File: src/phy_diag_pkg.sv
`default_nettype none

package phy_diag_pkg;

  // ==========================================================================
  // Register indices; byte address is four times the index
  localparam logic [5:0] IDX_TENBASE_STATUS_CONTROL = 6'h1A;
  localparam logic [5:0] IDX_SELFTEST_ERROR_GAP     = 6'h1B;
  localparam logic [5:0] IDX_SELFTEST_PACKET_LENGTH = 6'h1C;
  localparam logic [5:0] IDX_CABLE_DIAG_CONTROL     = 6'h1E;

  // ==========================================================================
  // Field positions
  localparam int TEN_LOWER_THRESH_BIT = 13;
  localparam int TEN_SQUELCH_LSB      = 9;
  localparam int TEN_SQUELCH_W        = 4;
  localparam int TEN_SPARE_BIT        = 8;
  localparam int TEN_NLP_DISABLE_BIT  = 7;
  localparam int TEN_POLARITY_BIT     = 4;
  localparam int TEN_JABBER_DIS_BIT   = 0;
  localparam int ERR_CAPTURE_BIT      = 15;
  localparam int ERR_COUNT_LSB        = 8;
  localparam int ERR_COUNT_W          = 8;
  localparam int GAP_LSB              = 0;
  localparam int GAP_W                = 8;
  localparam int PKT_LEN_LSB          = 0;
  localparam int PKT_LEN_W            = 11;
  localparam int CDG_START_BIT        = 15;
  localparam int CDG_DONE_BIT         = 1;
  localparam int CDG_FAIL_BIT         = 0;

  // ==========================================================================
  // Values after reset, and the error count ceiling
  localparam logic [3:0]  RST_SQUELCH  = 4'h0;
  localparam logic [7:0]  RST_GAP      = 8'h7D;
  localparam logic [10:0] RST_PKT_LEN  = 11'h5EE;
  localparam logic        RST_CDG_DONE = 1'b1;
  localparam logic        RST_CDG_FAIL = 1'b0;
  localparam logic [7:0]  ERR_COUNT_MAX = 8'hFF;

  // ==========================================================================
  // Synchroniser depth for pin inputs
  localparam int SYNC_STAGES = 3;

endpackage

`default_nettype wire

File: src/pin_sync.sv
`default_nettype none

// ==========================================================================
// Three-stage synchroniser; output follows once stages two and three agree
module pin_sync (
  input  wire logic pclk,
  input  wire logic presetn,
  input  wire logic pin_in,
  output logic      level_out
);

  logic stage1_r;
  logic stage2_r;
  logic stage3_r;

  always_ff @(posedge pclk or negedge presetn) begin
    if (!presetn) begin
      stage1_r <= 1'b0;
      stage2_r <= 1'b0;
      stage3_r <= 1'b0;
    end else begin
      stage1_r <= pin_in;
      stage2_r <= stage1_r;
      stage3_r <= stage2_r;
    end
  end

  always_ff @(posedge pclk or negedge presetn) begin
    if (!presetn) begin
      level_out <= 1'b0;
    end else if (stage2_r == stage3_r) begin
      level_out <= stage3_r;
    end
  end

endmodule

`default_nettype wire

File: src/error_counter.sv
`default_nettype none

// ==========================================================================
// Errored-byte counter with clear, saturate or wrap
module error_counter #(
  parameter int WIDTH = 8
) (
  input  wire logic             pclk,
  input  wire logic             presetn,
  input  wire logic             clear,
  input  wire logic             incr,
  input  wire logic             wrap_mode,
  output logic [WIDTH-1:0]      count
);

  if (WIDTH < 1) begin : g_width_check
    $error("error_counter: WIDTH must be at least 1");
  end

  logic [WIDTH-1:0] base;

  // An error in the clear cycle is counted, not lost
  always_comb begin
    base = clear ? '0 : count;
  end

  always_ff @(posedge pclk or negedge presetn) begin
    if (!presetn) begin
      count <= '0;
    end else if (incr) begin
      if (&base && !wrap_mode) begin
        count <= base;
      end else begin
        count <= base + WIDTH'(1);
      end
    end else begin
      count <= base;
    end
  end

endmodule

`default_nettype wire

File: src/phy_diag_control_regs.sv
`default_nettype none

// ==========================================================================
// Diagnostic and 10Base-Te control registers behind an APB slave
module phy_diag_control_regs
  import phy_diag_pkg::*;
#(
  parameter int ADDR_W = 8
) (
  input  wire logic              pclk,
  input  wire logic              presetn,
  input  wire logic              psel,
  input  wire logic              penable,
  input  wire logic              pwrite,
  input  wire logic [ADDR_W-1:0] paddr,
  input  wire logic [31:0]       pwdata,
  input  wire logic [3:0]        pstrb,
  output logic                   pready,
  output logic [31:0]            prdata,
  output logic                   pslverr,
  input  wire logic              polarity_inverted_pin,
  input  wire logic              prbs_byte_error,
  input  wire logic              error_counter_wrap,
  input  wire logic              tenbase_mode,
  input  wire logic              cable_diag_done,
  input  wire logic              cable_diag_fail,
  output logic                   lower_threshold_en,
  output logic [3:0]             squelch_sel,
  output logic                   nlp_disable,
  output logic                   jabber_enable,
  output logic                   polarity_status,
  output logic [7:0]             selftest_ipg,
  output logic [10:0]            selftest_packet_len,
  output logic                   cable_diag_start
);

  // Elaboration refuses an address too narrow for the register indices
  if (ADDR_W < 8) begin : g_addr_w_check
    $error("phy_diag_control_regs: ADDR_W must be at least 8");
  end

  // ==========================================================================
  // Decode and write helpers
  typedef enum logic [2:0] {
    SEL_NONE    = 3'b000,
    SEL_TENBASE = 3'b001,
    SEL_ERR_GAP = 3'b010,
    SEL_PKT_LEN = 3'b011,
    SEL_CABLE   = 3'b100
  } reg_sel_t;

  function automatic reg_sel_t decode(input logic [ADDR_W-1:0] addr);
    reg_sel_t sel;
    sel = SEL_NONE;
    // Any upper address bit set falls outside the register block
    if (addr[1:0] == 2'b00 && (addr >> 8) == '0) begin
      if (addr[7:2] == IDX_TENBASE_STATUS_CONTROL) begin
        sel = SEL_TENBASE;
      end else if (addr[7:2] == IDX_SELFTEST_ERROR_GAP) begin
        sel = SEL_ERR_GAP;
      end else if (addr[7:2] == IDX_SELFTEST_PACKET_LENGTH) begin
        sel = SEL_PKT_LEN;
      end else if (addr[7:2] == IDX_CABLE_DIAG_CONTROL) begin
        sel = SEL_CABLE;
      end
    end
    return sel;
  endfunction

  // Merge write data into a 16-bit image under the two low byte strobes
  function automatic logic [15:0] merge(input logic [15:0] old_val,
                                        input logic [31:0] wdata,
                                        input logic [3:0]  strb);
    logic [15:0] res;
    res = old_val;
    if (strb[0]) begin
      res[7:0] = wdata[7:0];
    end
    if (strb[1]) begin
      res[15:8] = wdata[15:8];
    end
    return res;
  endfunction

  // ==========================================================================
  // Bus phases
  reg_sel_t    sel_now;
  logic        setup_phase;
  logic        access_done;
  logic        wr_done;
  logic        rd_done;
  reg_sel_t    sel_r;
  logic        err_r;
  logic [15:0] rd_data_nxt;
  logic [15:0] ten_image;
  logic [15:0] gap_image;
  logic [15:0] len_image;
  logic [15:0] cdg_image;
  logic [15:0] ten_wr;
  logic [15:0] gap_wr;
  logic [15:0] len_wr;
  logic [15:0] cdg_wr;

  assign sel_now     = decode(paddr);
  assign setup_phase = psel && !penable;
  // No wait states: every access cycle completes the transfer
  assign pready      = psel && penable;
  assign access_done = psel && penable && pready;
  assign wr_done     = access_done && pwrite && !err_r;
  assign rd_done     = access_done && !pwrite && !err_r;
  assign pslverr     = psel && penable && err_r;

  always_ff @(posedge pclk or negedge presetn) begin
    if (!presetn) begin
      sel_r <= SEL_NONE;
      err_r <= 1'b0;
    end else if (setup_phase) begin
      sel_r <= sel_now;
      err_r <= (sel_now == SEL_NONE);
    end
  end

  // ==========================================================================
  // 10Base-Te controls
  logic       lower_thresh_r;
  logic [3:0] squelch_r;
  logic       spare_r;
  logic       nlp_dis_r;
  logic       jabber_dis_r;
  logic       polarity_r;
  logic       polarity_seen;
  logic       polarity_read_r;

  assign ten_wr = merge(ten_image, pwdata, pstrb);

  always_ff @(posedge pclk or negedge presetn) begin
    if (!presetn) begin
      lower_thresh_r <= 1'b0;
      squelch_r      <= RST_SQUELCH;
      spare_r        <= 1'b0;
      nlp_dis_r      <= 1'b0;
      jabber_dis_r   <= 1'b0;
    end else if (wr_done && sel_r == SEL_TENBASE) begin
      lower_thresh_r <= ten_wr[TEN_LOWER_THRESH_BIT];
      squelch_r      <= ten_wr[TEN_SQUELCH_LSB +: TEN_SQUELCH_W];
      spare_r        <= ten_wr[TEN_SPARE_BIT];
      nlp_dis_r      <= ten_wr[TEN_NLP_DISABLE_BIT];
      jabber_dis_r   <= ten_wr[TEN_JABBER_DIS_BIT];
    end
  end

  pin_sync u_polarity_sync (
    .pclk      (pclk),
    .presetn   (presetn),
    .pin_in    (polarity_inverted_pin),
    .level_out (polarity_seen)
  );

  // Only the value that went out on the bus is cleared, so a detection
  // after the snapshot survives the read
  always_ff @(posedge pclk or negedge presetn) begin
    if (!presetn) begin
      polarity_r <= 1'b0;
    end else if (polarity_seen) begin
      polarity_r <= 1'b1;
    end else if (rd_done && sel_r == SEL_TENBASE && polarity_read_r) begin
      polarity_r <= 1'b0;
    end
  end

  // Polarity bit as it went into the read data snapshot
  always_ff @(posedge pclk or negedge presetn) begin
    if (!presetn) begin
      polarity_read_r <= 1'b0;
    end else if (setup_phase) begin
      polarity_read_r <= polarity_r;
    end
  end

  // ==========================================================================
  // Self-test error counter and sizing
  logic [7:0]  err_count;
  logic [7:0]  err_latched_r;
  logic        capture;
  logic [7:0]  gap_r;
  logic [10:0] pkt_len_r;

  assign gap_wr  = merge(gap_image, pwdata, pstrb);
  assign len_wr  = merge(len_image, pwdata, pstrb);
  assign capture = wr_done && sel_r == SEL_ERR_GAP && pstrb[1] && pwdata[ERR_CAPTURE_BIT];

  error_counter #(
    .WIDTH (ERR_COUNT_W)
  ) u_error_counter (
    .pclk      (pclk),
    .presetn   (presetn),
    .clear     (capture),
    .incr      (prbs_byte_error),
    .wrap_mode (error_counter_wrap),
    .count     (err_count)
  );

  always_ff @(posedge pclk or negedge presetn) begin
    if (!presetn) begin
      err_latched_r <= 8'h00;
    end else if (capture) begin
      err_latched_r <= err_count;
    end
  end

  always_ff @(posedge pclk or negedge presetn) begin
    if (!presetn) begin
      gap_r <= RST_GAP;
    end else if (wr_done && sel_r == SEL_ERR_GAP) begin
      gap_r <= gap_wr[GAP_LSB +: GAP_W];
    end
  end

  always_ff @(posedge pclk or negedge presetn) begin
    if (!presetn) begin
      pkt_len_r <= RST_PKT_LEN;
    end else if (wr_done && sel_r == SEL_PKT_LEN) begin
      pkt_len_r <= len_wr[PKT_LEN_LSB +: PKT_LEN_W];
    end
  end

  // ==========================================================================
  // Cable diagnostic handshake
  logic cdg_start_r;
  logic cdg_done_r;
  logic cdg_fail_r;
  logic start_req;
  logic finish;

  assign cdg_wr    = merge(cdg_image, pwdata, pstrb);
  assign start_req = wr_done && sel_r == SEL_CABLE && pstrb[1] && cdg_wr[CDG_START_BIT];
  assign finish    = cdg_start_r && cable_diag_done;

  // A start write in the finishing cycle begins a fresh measurement
  always_ff @(posedge pclk or negedge presetn) begin
    if (!presetn) begin
      cdg_start_r <= 1'b0;
    end else if (start_req) begin
      cdg_start_r <= 1'b1;
    end else if (wr_done && sel_r == SEL_CABLE && pstrb[1]) begin
      cdg_start_r <= 1'b0;
    end else if (finish) begin
      cdg_start_r <= 1'b0;
    end
  end

  always_ff @(posedge pclk or negedge presetn) begin
    if (!presetn) begin
      cdg_done_r <= RST_CDG_DONE;
      cdg_fail_r <= RST_CDG_FAIL;
    end else if (start_req) begin
      cdg_done_r <= 1'b0;
      cdg_fail_r <= 1'b0;
    end else if (finish) begin
      cdg_done_r <= 1'b1;
      cdg_fail_r <= cable_diag_fail;
    end
  end

  // ==========================================================================
  // Register images and read path
  always_comb begin
    ten_image = 16'h0000;
    ten_image[TEN_LOWER_THRESH_BIT] = lower_thresh_r;
    ten_image[TEN_SQUELCH_LSB +: TEN_SQUELCH_W] = squelch_r;
    ten_image[TEN_SPARE_BIT] = spare_r;
    ten_image[TEN_NLP_DISABLE_BIT] = nlp_dis_r;
    ten_image[TEN_POLARITY_BIT] = polarity_r;
    ten_image[TEN_JABBER_DIS_BIT] = jabber_dis_r;
  end

  always_comb begin
    gap_image = 16'h0000;
    gap_image[ERR_COUNT_LSB +: ERR_COUNT_W] = err_latched_r;
    gap_image[GAP_LSB +: GAP_W] = gap_r;
  end

  always_comb begin
    len_image = 16'h0000;
    len_image[PKT_LEN_LSB +: PKT_LEN_W] = pkt_len_r;
  end

  always_comb begin
    cdg_image = 16'h0000;
    cdg_image[CDG_START_BIT] = cdg_start_r;
    cdg_image[CDG_DONE_BIT] = cdg_done_r;
    cdg_image[CDG_FAIL_BIT] = cdg_fail_r;
  end

  always_comb begin
    unique case (sel_now)
      SEL_TENBASE: rd_data_nxt = ten_image;
      SEL_ERR_GAP: rd_data_nxt = gap_image;
      SEL_PKT_LEN: rd_data_nxt = len_image;
      SEL_CABLE:   rd_data_nxt = cdg_image;
      default:     rd_data_nxt = 16'h0000;
    endcase
  end

  // Read data is snapshot in the setup cycle and held through access
  always_ff @(posedge pclk or negedge presetn) begin
    if (!presetn) begin
      prdata <= 32'h0000_0000;
    end else if (setup_phase && !pwrite) begin
      prdata <= {16'h0000, rd_data_nxt};
    end
  end

  // ==========================================================================
  // Control outputs
  always_ff @(posedge pclk or negedge presetn) begin
    if (!presetn) begin
      lower_threshold_en  <= 1'b0;
      squelch_sel         <= RST_SQUELCH;
      nlp_disable         <= 1'b0;
      jabber_enable       <= 1'b0;
      polarity_status     <= 1'b0;
      selftest_ipg        <= RST_GAP;
      selftest_packet_len <= RST_PKT_LEN;
      cable_diag_start    <= 1'b0;
    end else begin
      lower_threshold_en  <= lower_thresh_r;
      squelch_sel         <= squelch_r;
      nlp_disable         <= nlp_dis_r;
      // Jabber control only acts while the link runs 10Base-Te
      jabber_enable       <= tenbase_mode && !jabber_dis_r;
      polarity_status     <= polarity_r;
      selftest_ipg        <= gap_r;
      selftest_packet_len <= pkt_len_r;
      cable_diag_start    <= cdg_start_r;
    end
  end

endmodule

`default_nettype wire

File: config.mk
export PLATFORM = sky130hd
export DESIGN_NAME = phy_diag_control_regs
export DESIGN_NICKNAME = d
export VERILOG_FILES = /design/src/phy_diag_pkg.sv /design/src/pin_sync.sv /design/src/error_counter.sv /design/src/phy_diag_control_regs.sv
export SDC_FILE = /design/constraint.sdc
export NUM_CORES = 1
export LEC_CHECK = 0
export ABC_CLOCK_PERIOD_IN_PS = 4350
export BUFFER_PORTS_ARGS = -buffer_cell sky130_fd_sc_hd__buf_2
export CORE_MARGIN = 8
export CORE_UTILIZATION = 25
export DETAILED_ROUTE_END_ITERATION = 8
export PLACE_DENSITY = 0.5
export SYNTH_ARGS = -nofsm -noshare
export SYNTH_HDL_FRONTEND = slang
export SYNTH_SLANG_ARGS = --single-unit
File: constraint.sdc
create_clock -name pclk -period 4.35 [get_ports pclk]
set_input_delay 0.6525 -clock pclk [delete_from_list [all_inputs] [get_ports pclk]]
set_output_delay 0.6525 -clock pclk [all_outputs]
set_load 0.01 [all_outputs]
==> metrics.md, run 1 <==
| Metric | Value |
|---|---|
| Fmax | between 300 and 400 MHz |
| Most frequent cells in the layout | 80 x buf_2, 71 x dfrtp_1, 46 x nand2_1, 29 x mux2_2, 29 x dfstp_2 |
| Clk Tree Root Cell | clkbuf_16 |
| Min Tclk post-route | between 2000 and 3000 ps |
| Die X | approximately 140 um |
| RSZ-0062 raised after global routing | false |
| DRC errors left | 0 |
| Reg clk slew, reported paths | roughly 70 ps |
| Most common cell after layout, fill and taps aside | buf_2 |
| Setup_tns | 0 ps |
| Hold Path End | u_polarity_sync.stage2_r$_DFF_PN0_ |
| Final worst path period share | 0.6352 |
| Via count | approximately 2,800 |
| Worst path max stage delay | between 600 and 700 ps |
| Multi-input gate area | ~1500 um2 |
| Gp weighted congestion | 0.7492 |
| Slowest-stage cell, CP | or3_1 |
| Multiplexer share of the synthesized area | 0.09644 |
| Placed inst area | between 4000 and 5000 um2 |
| Worst Setup End Kind | flop |
| Hold-fix buffers, CTS | 0 |
| Drt first pass iters | 5 |
| Largest family of logic cells by synthesized area | simple AND/OR/NAND/NOR gates |
| Clk buf depth | 2 |
| Slew HR | 0.4205 |
| Placed cell count | 625 |
| CORE AREA | 16,350 um2 |
| Pwr dens | 405.2 nW/um2 |
| Post-Synth XOR/XNOR Area | 0.006389 |
| Final setup fails | 0 |
| H-tree lvl count | 3 |
| Yosys warning count | 0 |
| Clock latency on the worst-skew pair | 350 ps |
| DIE HEIGHT | 144.3 um |
| Total Wirelength | about 10,000 um |
| Io pins | between 100 and 150 |
| Compound-gate portion of the synthesized area | 0.08792 |
| Largest net degree at the start of global routing | approximately 70 |
| First-iteration detailed-routing DRC count | about 130 |
| Final setup skew | 8.555 ps |
| Max cap viols | 0 |
| CTS tree | yes |
| Pwr Total | 2.040 mW |
| WP data required | 4640 ps |
| Via/cell ratio | approximately 4.4 |
| Sinks on Clock Net | 100 |
| Crit path launch type | primary input |
| Simple-gate share of the synthesized area | 0.1436 |
| Async SR Flop Fraction | 1.000 |
| Synth cell types | 53 |
| Worst r2r path cells | 8 |
| Main synth FF type | dfrtp_1 |
| EDFF count, synth | 0 |
| CP cell instances | buf_2, nand4_1, or3_1, and2_1, ha_1, nand2_1, nor3_1, or4_1, nand2_1 |
| Reg-to-reg startpoint | sel_r[2]$_DFFE_PN0P_ |
| R2r setup slk | roughly 1700 ps |
| Status | complete, no violations |
| First-pass GRT wire length | roughly 16,000 um |
| Gr usage total | 0.1046 |
| Share of cells above drive strength 1 | 0.3895 |
| Synth area leaders | dfrtp_1 43%, dfstp_2 19%, mux2_2 7.9% |
| Final Max Tran Viols | 0 |
| RR Endpoint | u_error_counter.count[4]$_DFF_PN0_ |
| Setup repair bufs after CTS | 0 |
| Worst slew pin tran | 869.3 ps |
| Seq/Total Area, Yosys | 0.6173 |
| Syn Area/Cell | about 12 um2 |
| Initial antenna violation count | 3 |
| Yosys reg bits | 100 |
| Number of buffers added on ports | 81 |
| Wirelength per Cell | roughly 16 um |
| Crit Path Category | primary input to flop |
| Hold path depth | 0 |
| Final Net Count | between 400 and 500 |
| WP data arrival | slightly above 3000 ps |
| Final hold vios | 0 |
| Crit-path most repeated cell | nand2_1 |
| Sequential standard cell area | between 2000 and 3000 um2 |
| Post-Layout Cell Count | approximately 640 |
| Post-detailed-route count of antenna-violating nets | 0 |
| Num CTS Buffers | 9 |
| Row count | 47 |
| Cts repair resizes | 0 |
| Adder-Cell Fraction of Synth Area | 0.005476 |
| Class of the worst hold path | flop to flop |
| Synthesized instance count | ~330 |
| Area Growth Syn to Fin | 22.39% |
| Hold path start | u_polarity_sync.stage1_r$_DFF_PN0_ |
| Post-synth top area share | 0.4320 |
| Synth Cell Area | 4113 um2 |
| Initial Util | 0.2516 |
| Peak supply drop | ~0.19 mV |
| Die area | between 20,000 and 25,000 um2 |
| Final HPWL DP | about 7700 um |
| Filler Cells Inserted | 1,730 |
| Max FO, Critical Path | 16 |
| Crit path from | pwrite |
| Global route total overflow | 0 |
| LEAKAGE | roughly 2.4 nW |
| Vias in the first global route | 2,952 |
| Post-route cell area | 5034 um2 |
| Synth area leader | dfrtp_1 |
==> worst max-delay path: cells and delay by family <==
kind / cells / cell delay [ps]
and+or+nand+nor: 7 / 2040
adders and majority gates: 1 / 240
buffers and inverters: 1 / 120
==> sequential cells by signal (all words and copies together), names as in the netlist, 3 cells and up <==
register and flops:
selftest_packet_len 11, gap_r 8, pkt_len_r 11, squelch_r 4, prdata 16, sel_r 3, u_error_counter.count 8, squelch_sel 4
err_latched_r 8, selftest_ipg 8
==> per-layer routing <==
metal	wire length (um)	part of all wire	vias to the layer above	track usage
li1	-	-	1333	-
met1	4614	0.45	1392	0.1296
met2	4827	0.47	64	0.1623
met3	702	0.068	18	0.03500
met4	188	0.018	6	0.04710
met5	33	0.0032	-	0
==> how the worst max path moves through the flow <==
stage,end,slack [ps],cells past startpoint
5_1_grt,u_error_counter.count[3]$_DFF_PN0_,1470,9
3_3_place_gp,u_error_counter.count[3]$_DFF_PN0_,1310,9
4_1_cts,u_error_counter.count[3]$_DFF_PN0_,1630,9
3_5_place_dp,u_error_counter.count[3]$_DFF_PN0_,1260,9
2_1_floorplan,u_error_counter.count[3]$_DFF_PN0_,1850,9
6_report,u_error_counter.count[4]$_DFF_PN0_,1590,9
==> power breakdown <==
| group | internal (mW) | leakage (nW) | switching [mW] |
|---|---|---|---|
| clock | 0.505 | 0.149 | 0.348 |
| combinational | 0.0703 | 0.967 | 0.0975 |
| sequential | 0.975 | 1.25 | 0.0438 |
| total | 1.55 | 2.36 | 0.489 |
==> through the flow <==
step           setup WS (ps)    util  hold slack [ps]
6_report                1587  0.3079            355.0
5_1_grt                 1467  0.3077            378.1
4_1_cts                 1631  0.3077            358.1
3_5_place_dp            1260  0.2883            341.8
3_3_place_gp            1307  0.2883            337.2
2_1_floorplan           1853       -            331.2
==> cells by family (layout without fill, tap and decap cells) <==
kind of cell / count (synthesis) / after routing
xor+xnor: 3 / 3
buf+inv: 29 / 102
fa+ha+maj: 2 / 2
flops: 100 / 100
mux: 36 / 36
compound gates: 51 / 51
other cells: 1 / 17
simple gates: 111 / 111
==> cells in the mapped netlist (2+ instances only) <==
| cell type | instances |
|---|---|
| a21oi_1 | 4 |
| a221o_1 | 5 |
| a22oi_1 | 8 |
| a32oi_1 | 3 |
| and2_1 | 3 |
| and3_1 | 5 |
| and3b_1 | 2 |
| buf_2 | 3 |
| buf_4 | 16 |
| clkbuf_1 | 8 |
| dfrtp_1 | 71 |
| dfstp_2 | 29 |
| mux2_2 | 29 |
| mux2i_1 | 7 |
| nand2_1 | 46 |
| nand2b_1 | 4 |
| nand3_1 | 5 |
| nand3b_1 | 3 |
| nand4_1 | 7 |
| nand4b_1 | 2 |
| nor2_1 | 11 |
| nor2b_1 | 4 |
| nor3_1 | 4 |
| nor3b_1 | 3 |
| o211ai_1 | 3 |
| o21ai_0 | 16 |
| o31ai_1 | 3 |
| or3_1 | 2 |
| or4_1 | 2 |
| xnor2_1 | 2 |
==> final cells by class <==
class / count / share of cell area
inverter: 1 / 0.0007457
antenna: 1 / 0.0004971
sequential: 100 / 0.5043
multi-input combinational: 219 / 0.2896
clock buffer: 10 / 0.04549
tap: 220 / 0.05469
clock inverter: 6 / 0.01765
timing repair buffer: 85 / 0.08700
No activity file was read; power rests on OpenSTA's default activity.
==> run 2, diff against run 1 <==
Settings changed: ABC_CLOCK_PERIOD_IN_PS 4350 to 2480, PLACE_DENSITY 0.5 to 0.52.
Clock period 4.35 ns to 2.48 ns, I/O delays scaled along.
==> run 2 against run 1 <==
Core utilization increased by 0.62 points. Critical endpoint unchanged. Clock power rose by 57%. Sequential power grew 75%. Flip-flop and latch count unchanged. Global-route usage up 0.077 points. Worst hold slack worse by 350 ps. Cell area rose by 2.0%.
==> metrics.md, run 2 (synthesis gave the netlist of run 1 again) <==
| Metric | Value |
|---|---|
| Number of buffers added on ports | 81 (unchanged) |
| Gr usage total | 0.1054 (was 0.1046) |
| Peak supply drop | 0.3897 mV (was 0.1929 mV) |
| Clk Tree Root Cell | clkbuf_16 (unchanged) |
| Fmax | 446.0 MHz |
| Pwr dens | 669.1 nW/um2 (was 405.2 nW/um2) |
| Biggest register | prdata (unchanged) |
| Final Max Tran Viols | 0 (unchanged) |
| Total Wirelength | 10,490 um (was 10,370 um) |
| Cts repair resizes | 0 (unchanged) |
| Class of the worst hold path | primary input to asynchronous set/reset pin (was flop to flop) |
| DRC errors left | 0 (unchanged) |
| Max cap viols | 0 (unchanged) |
| Setup repair bufs after CTS | 0 (unchanged) |
| Clock latency on the worst-skew pair | 350 ps (about the same) |
| Num CTS Buffers | 9 (unchanged) |
| Min Tclk post-route | roughly 2200 ps |
| Reg clk slew, reported paths | 70 ps (about the same) |
| Util after Layout | 0.3141 (was 0.3079) |
| Crit Path Category | flop to flop (was primary input to flop) |
| Final setup skew | 9.862 ps (was 8.555 ps) |
| Wirelength per Cell | 15.92 um (was 16.15 um) |
| Gp weighted congestion | 0.7348 (was 0.7492) |
| Setup_tns | 0 ps (unchanged) |
| Clk buf depth | 2 (unchanged) |
| Io pins | 117 (unchanged) |
| Dpl ws | 159.1 ps (was 1260 ps) |
| Die X | 144.3 um (unchanged) |
| Global route total overflow | 0 (unchanged) |
| Via count | 2,883 (was 2,813) |
| Initial Util | 0.2516 (unchanged) |
| Final setup fails | 0 (unchanged) |
| Area Growth Syn to Fin | 24.86% (was 22.39%) |
| Final worst path period share | 0.9042 |
| First-iteration detailed-routing DRC count | 139 (was 129) |
| Final hold vios | 0 (unchanged) |
| Sequential standard cell area | 2539 um2 (unchanged) |
| Vias in the first global route | 3,081 (was 2,952) |
| Largest register FFs | 16 (unchanged) |
| Worst hold slack | 0.2775 ps (was 355.0 ps) |
| Most common cell after layout, fill and taps aside | buf_2 (unchanged) |
| Sinks on Clock Net | 100 (unchanged) |
| Drt first pass iters | 4 (was 5) |
| Die area | 20,810 um2 (unchanged) |
| Status | complete, no violations (unchanged) |
| Largest regs | prdata: 16 flops, pkt_len_r: 11 flops, selftest_packet_len: 11 flops (unchanged) |
| Hold-fix buffers, CTS | 0 (unchanged) |
| Final HPWL DP | 8076 um (was 7663 um) |
| Final Net Count | 488 (was 472) |
| CTS tree | yes (unchanged) |
| Worst slew pin tran | 865.0 ps (was 869.3 ps) |
| H-tree lvl count | 3 (unchanged) |
| Most frequent cells in the layout | 80 x buf_2, 71 x dfrtp_1, 46 x nand2_1, 29 x mux2_2, 29 x dfstp_2 (unchanged) |
| First-pass GRT wire length | 16,590 um (was 16,350 um) |
| Final Worst Setup Slack | 237.6 ps (was 1587 ps) |
| Crit path launch type | flop (was primary input) |
| WP data arrival | 2530 ps (was 3050 ps) |
| Multi-input gate area | 1458 um2 (unchanged) |
| Share of cells above drive strength 1 | 0.4142 (was 0.3895) |
| Row count | 47 (unchanged) |
| Via/cell ratio | 4.375 (was 4.382) |
| LEAKAGE | 2.438 nW (was 2.363 nW) |
| Post-detailed-route count of antenna-violating nets | 0 (unchanged) |
| Max FO, Critical Path | 6 (was 16) |
| Initial antenna violation count | 2 (was 3) |
| Filler Cells Inserted | 1,718 (was 1,730) |
| Largest net degree at the start of global routing | 43 (was 69) |
| Slew HR | 0.4233 (was 0.4205) |
| DIE HEIGHT | 144.3 um (unchanged) |
| CORE AREA | 16,350 um2 (unchanged) |
| RSZ-0062 raised after global routing | false (unchanged) |
| WP data required | 2770 ps (was 4640 ps) |
| Worst Setup End Kind | flop (unchanged) |
-- run 2: cell types whose count changed in the layout (fill, tap and decap cells not counted) --
cell / change
buf_4: +15
clkinv_4: +3
bufinv_16: -2
buf_12: +1
clkbuf_1: -1
clkinvlp_4: -1
diode_2: +1
inv_8: +1
-- run 2: area by class of cell --
type | count | area share
Sequential cell | 100 | 0.4944
Multi-Input combinational cell | 219 | 0.2839
Timing Repair Buffer | 101 | 0.1111
Tap cell | 220 | 0.05361
Clock buffer | 9 | 0.04386
Clock inverter | 7 | 0.01145
Antenna cell | 2 | 0.0009747
Inverter | 1 | 0.0007310
-- run 2: metal layers --
metal,global-route usage,vias up,share of wire
met2,0.1697,74,0.48
met4,0.03341,4,0.012
met3,0.03863,16,0.060
met5,0,-,0.0021
li1,-,1365,-
met1,0.1286,1424,0.44
-- run 2: power breakdown --
group          total (mW)  internal [mW]  switching, mW
clock network        1.34          0.694          0.647
registers            1.79           1.71         0.0812
logic               0.303          0.131          0.172
-- run 2: critical path, stage by stage, from the launching register on --
cell,delay [ps]
dfrtp_1,450
nand4bb_1,150
or3_1,360
and2_1,200
ha_1,240
nand2_1,120
nor3_1,110
or4_1,480
nand2_1,70
-- run 2: worst paths after layout --
kind	from	endpoint	slack, ps	cells after the start
hold / removal	presetn	squelch_r[2]$_DFFE_PN0P_	0.3	1
setup / recovery	sel_r[1]$_DFFE_PN0P_	u_error_counter.count[4]$_DFF_PN0_	240	8
setup reg to reg	sel_r[1]$_DFFE_PN0P_	u_error_counter.count[4]$_DFF_PN0_	240	8
hold reg to reg	u_polarity_sync.stage1_r$_DFF_PN0_	u_polarity_sync.stage2_r$_DFF_PN0_	350	0
min in group pclk	polarity_inverted_pin	u_polarity_sync.stage1_r$_DFF_PN0_	130	1
max in group asynchronous	presetn	gap_r[0]$_DFFE_PN1P_	1730	2
-- run 2: metrics by stage --
| stage | total power, mW | cells | cell area [um2] |
|---|---|---|---|
| 3_3_place_gp | 2.112 | 641 | 4846 |
| 4_1_cts | 3.479 | 657 | 5130 |
| 5_1_grt | 3.610 | 657 | 5130 |
| 2_1_floorplan | 1.997 | 348 | 4169 |
| 3_5_place_dp | 2.126 | 641 | 4846 |
| 6_report | 3.436 | 659 | 5135 |
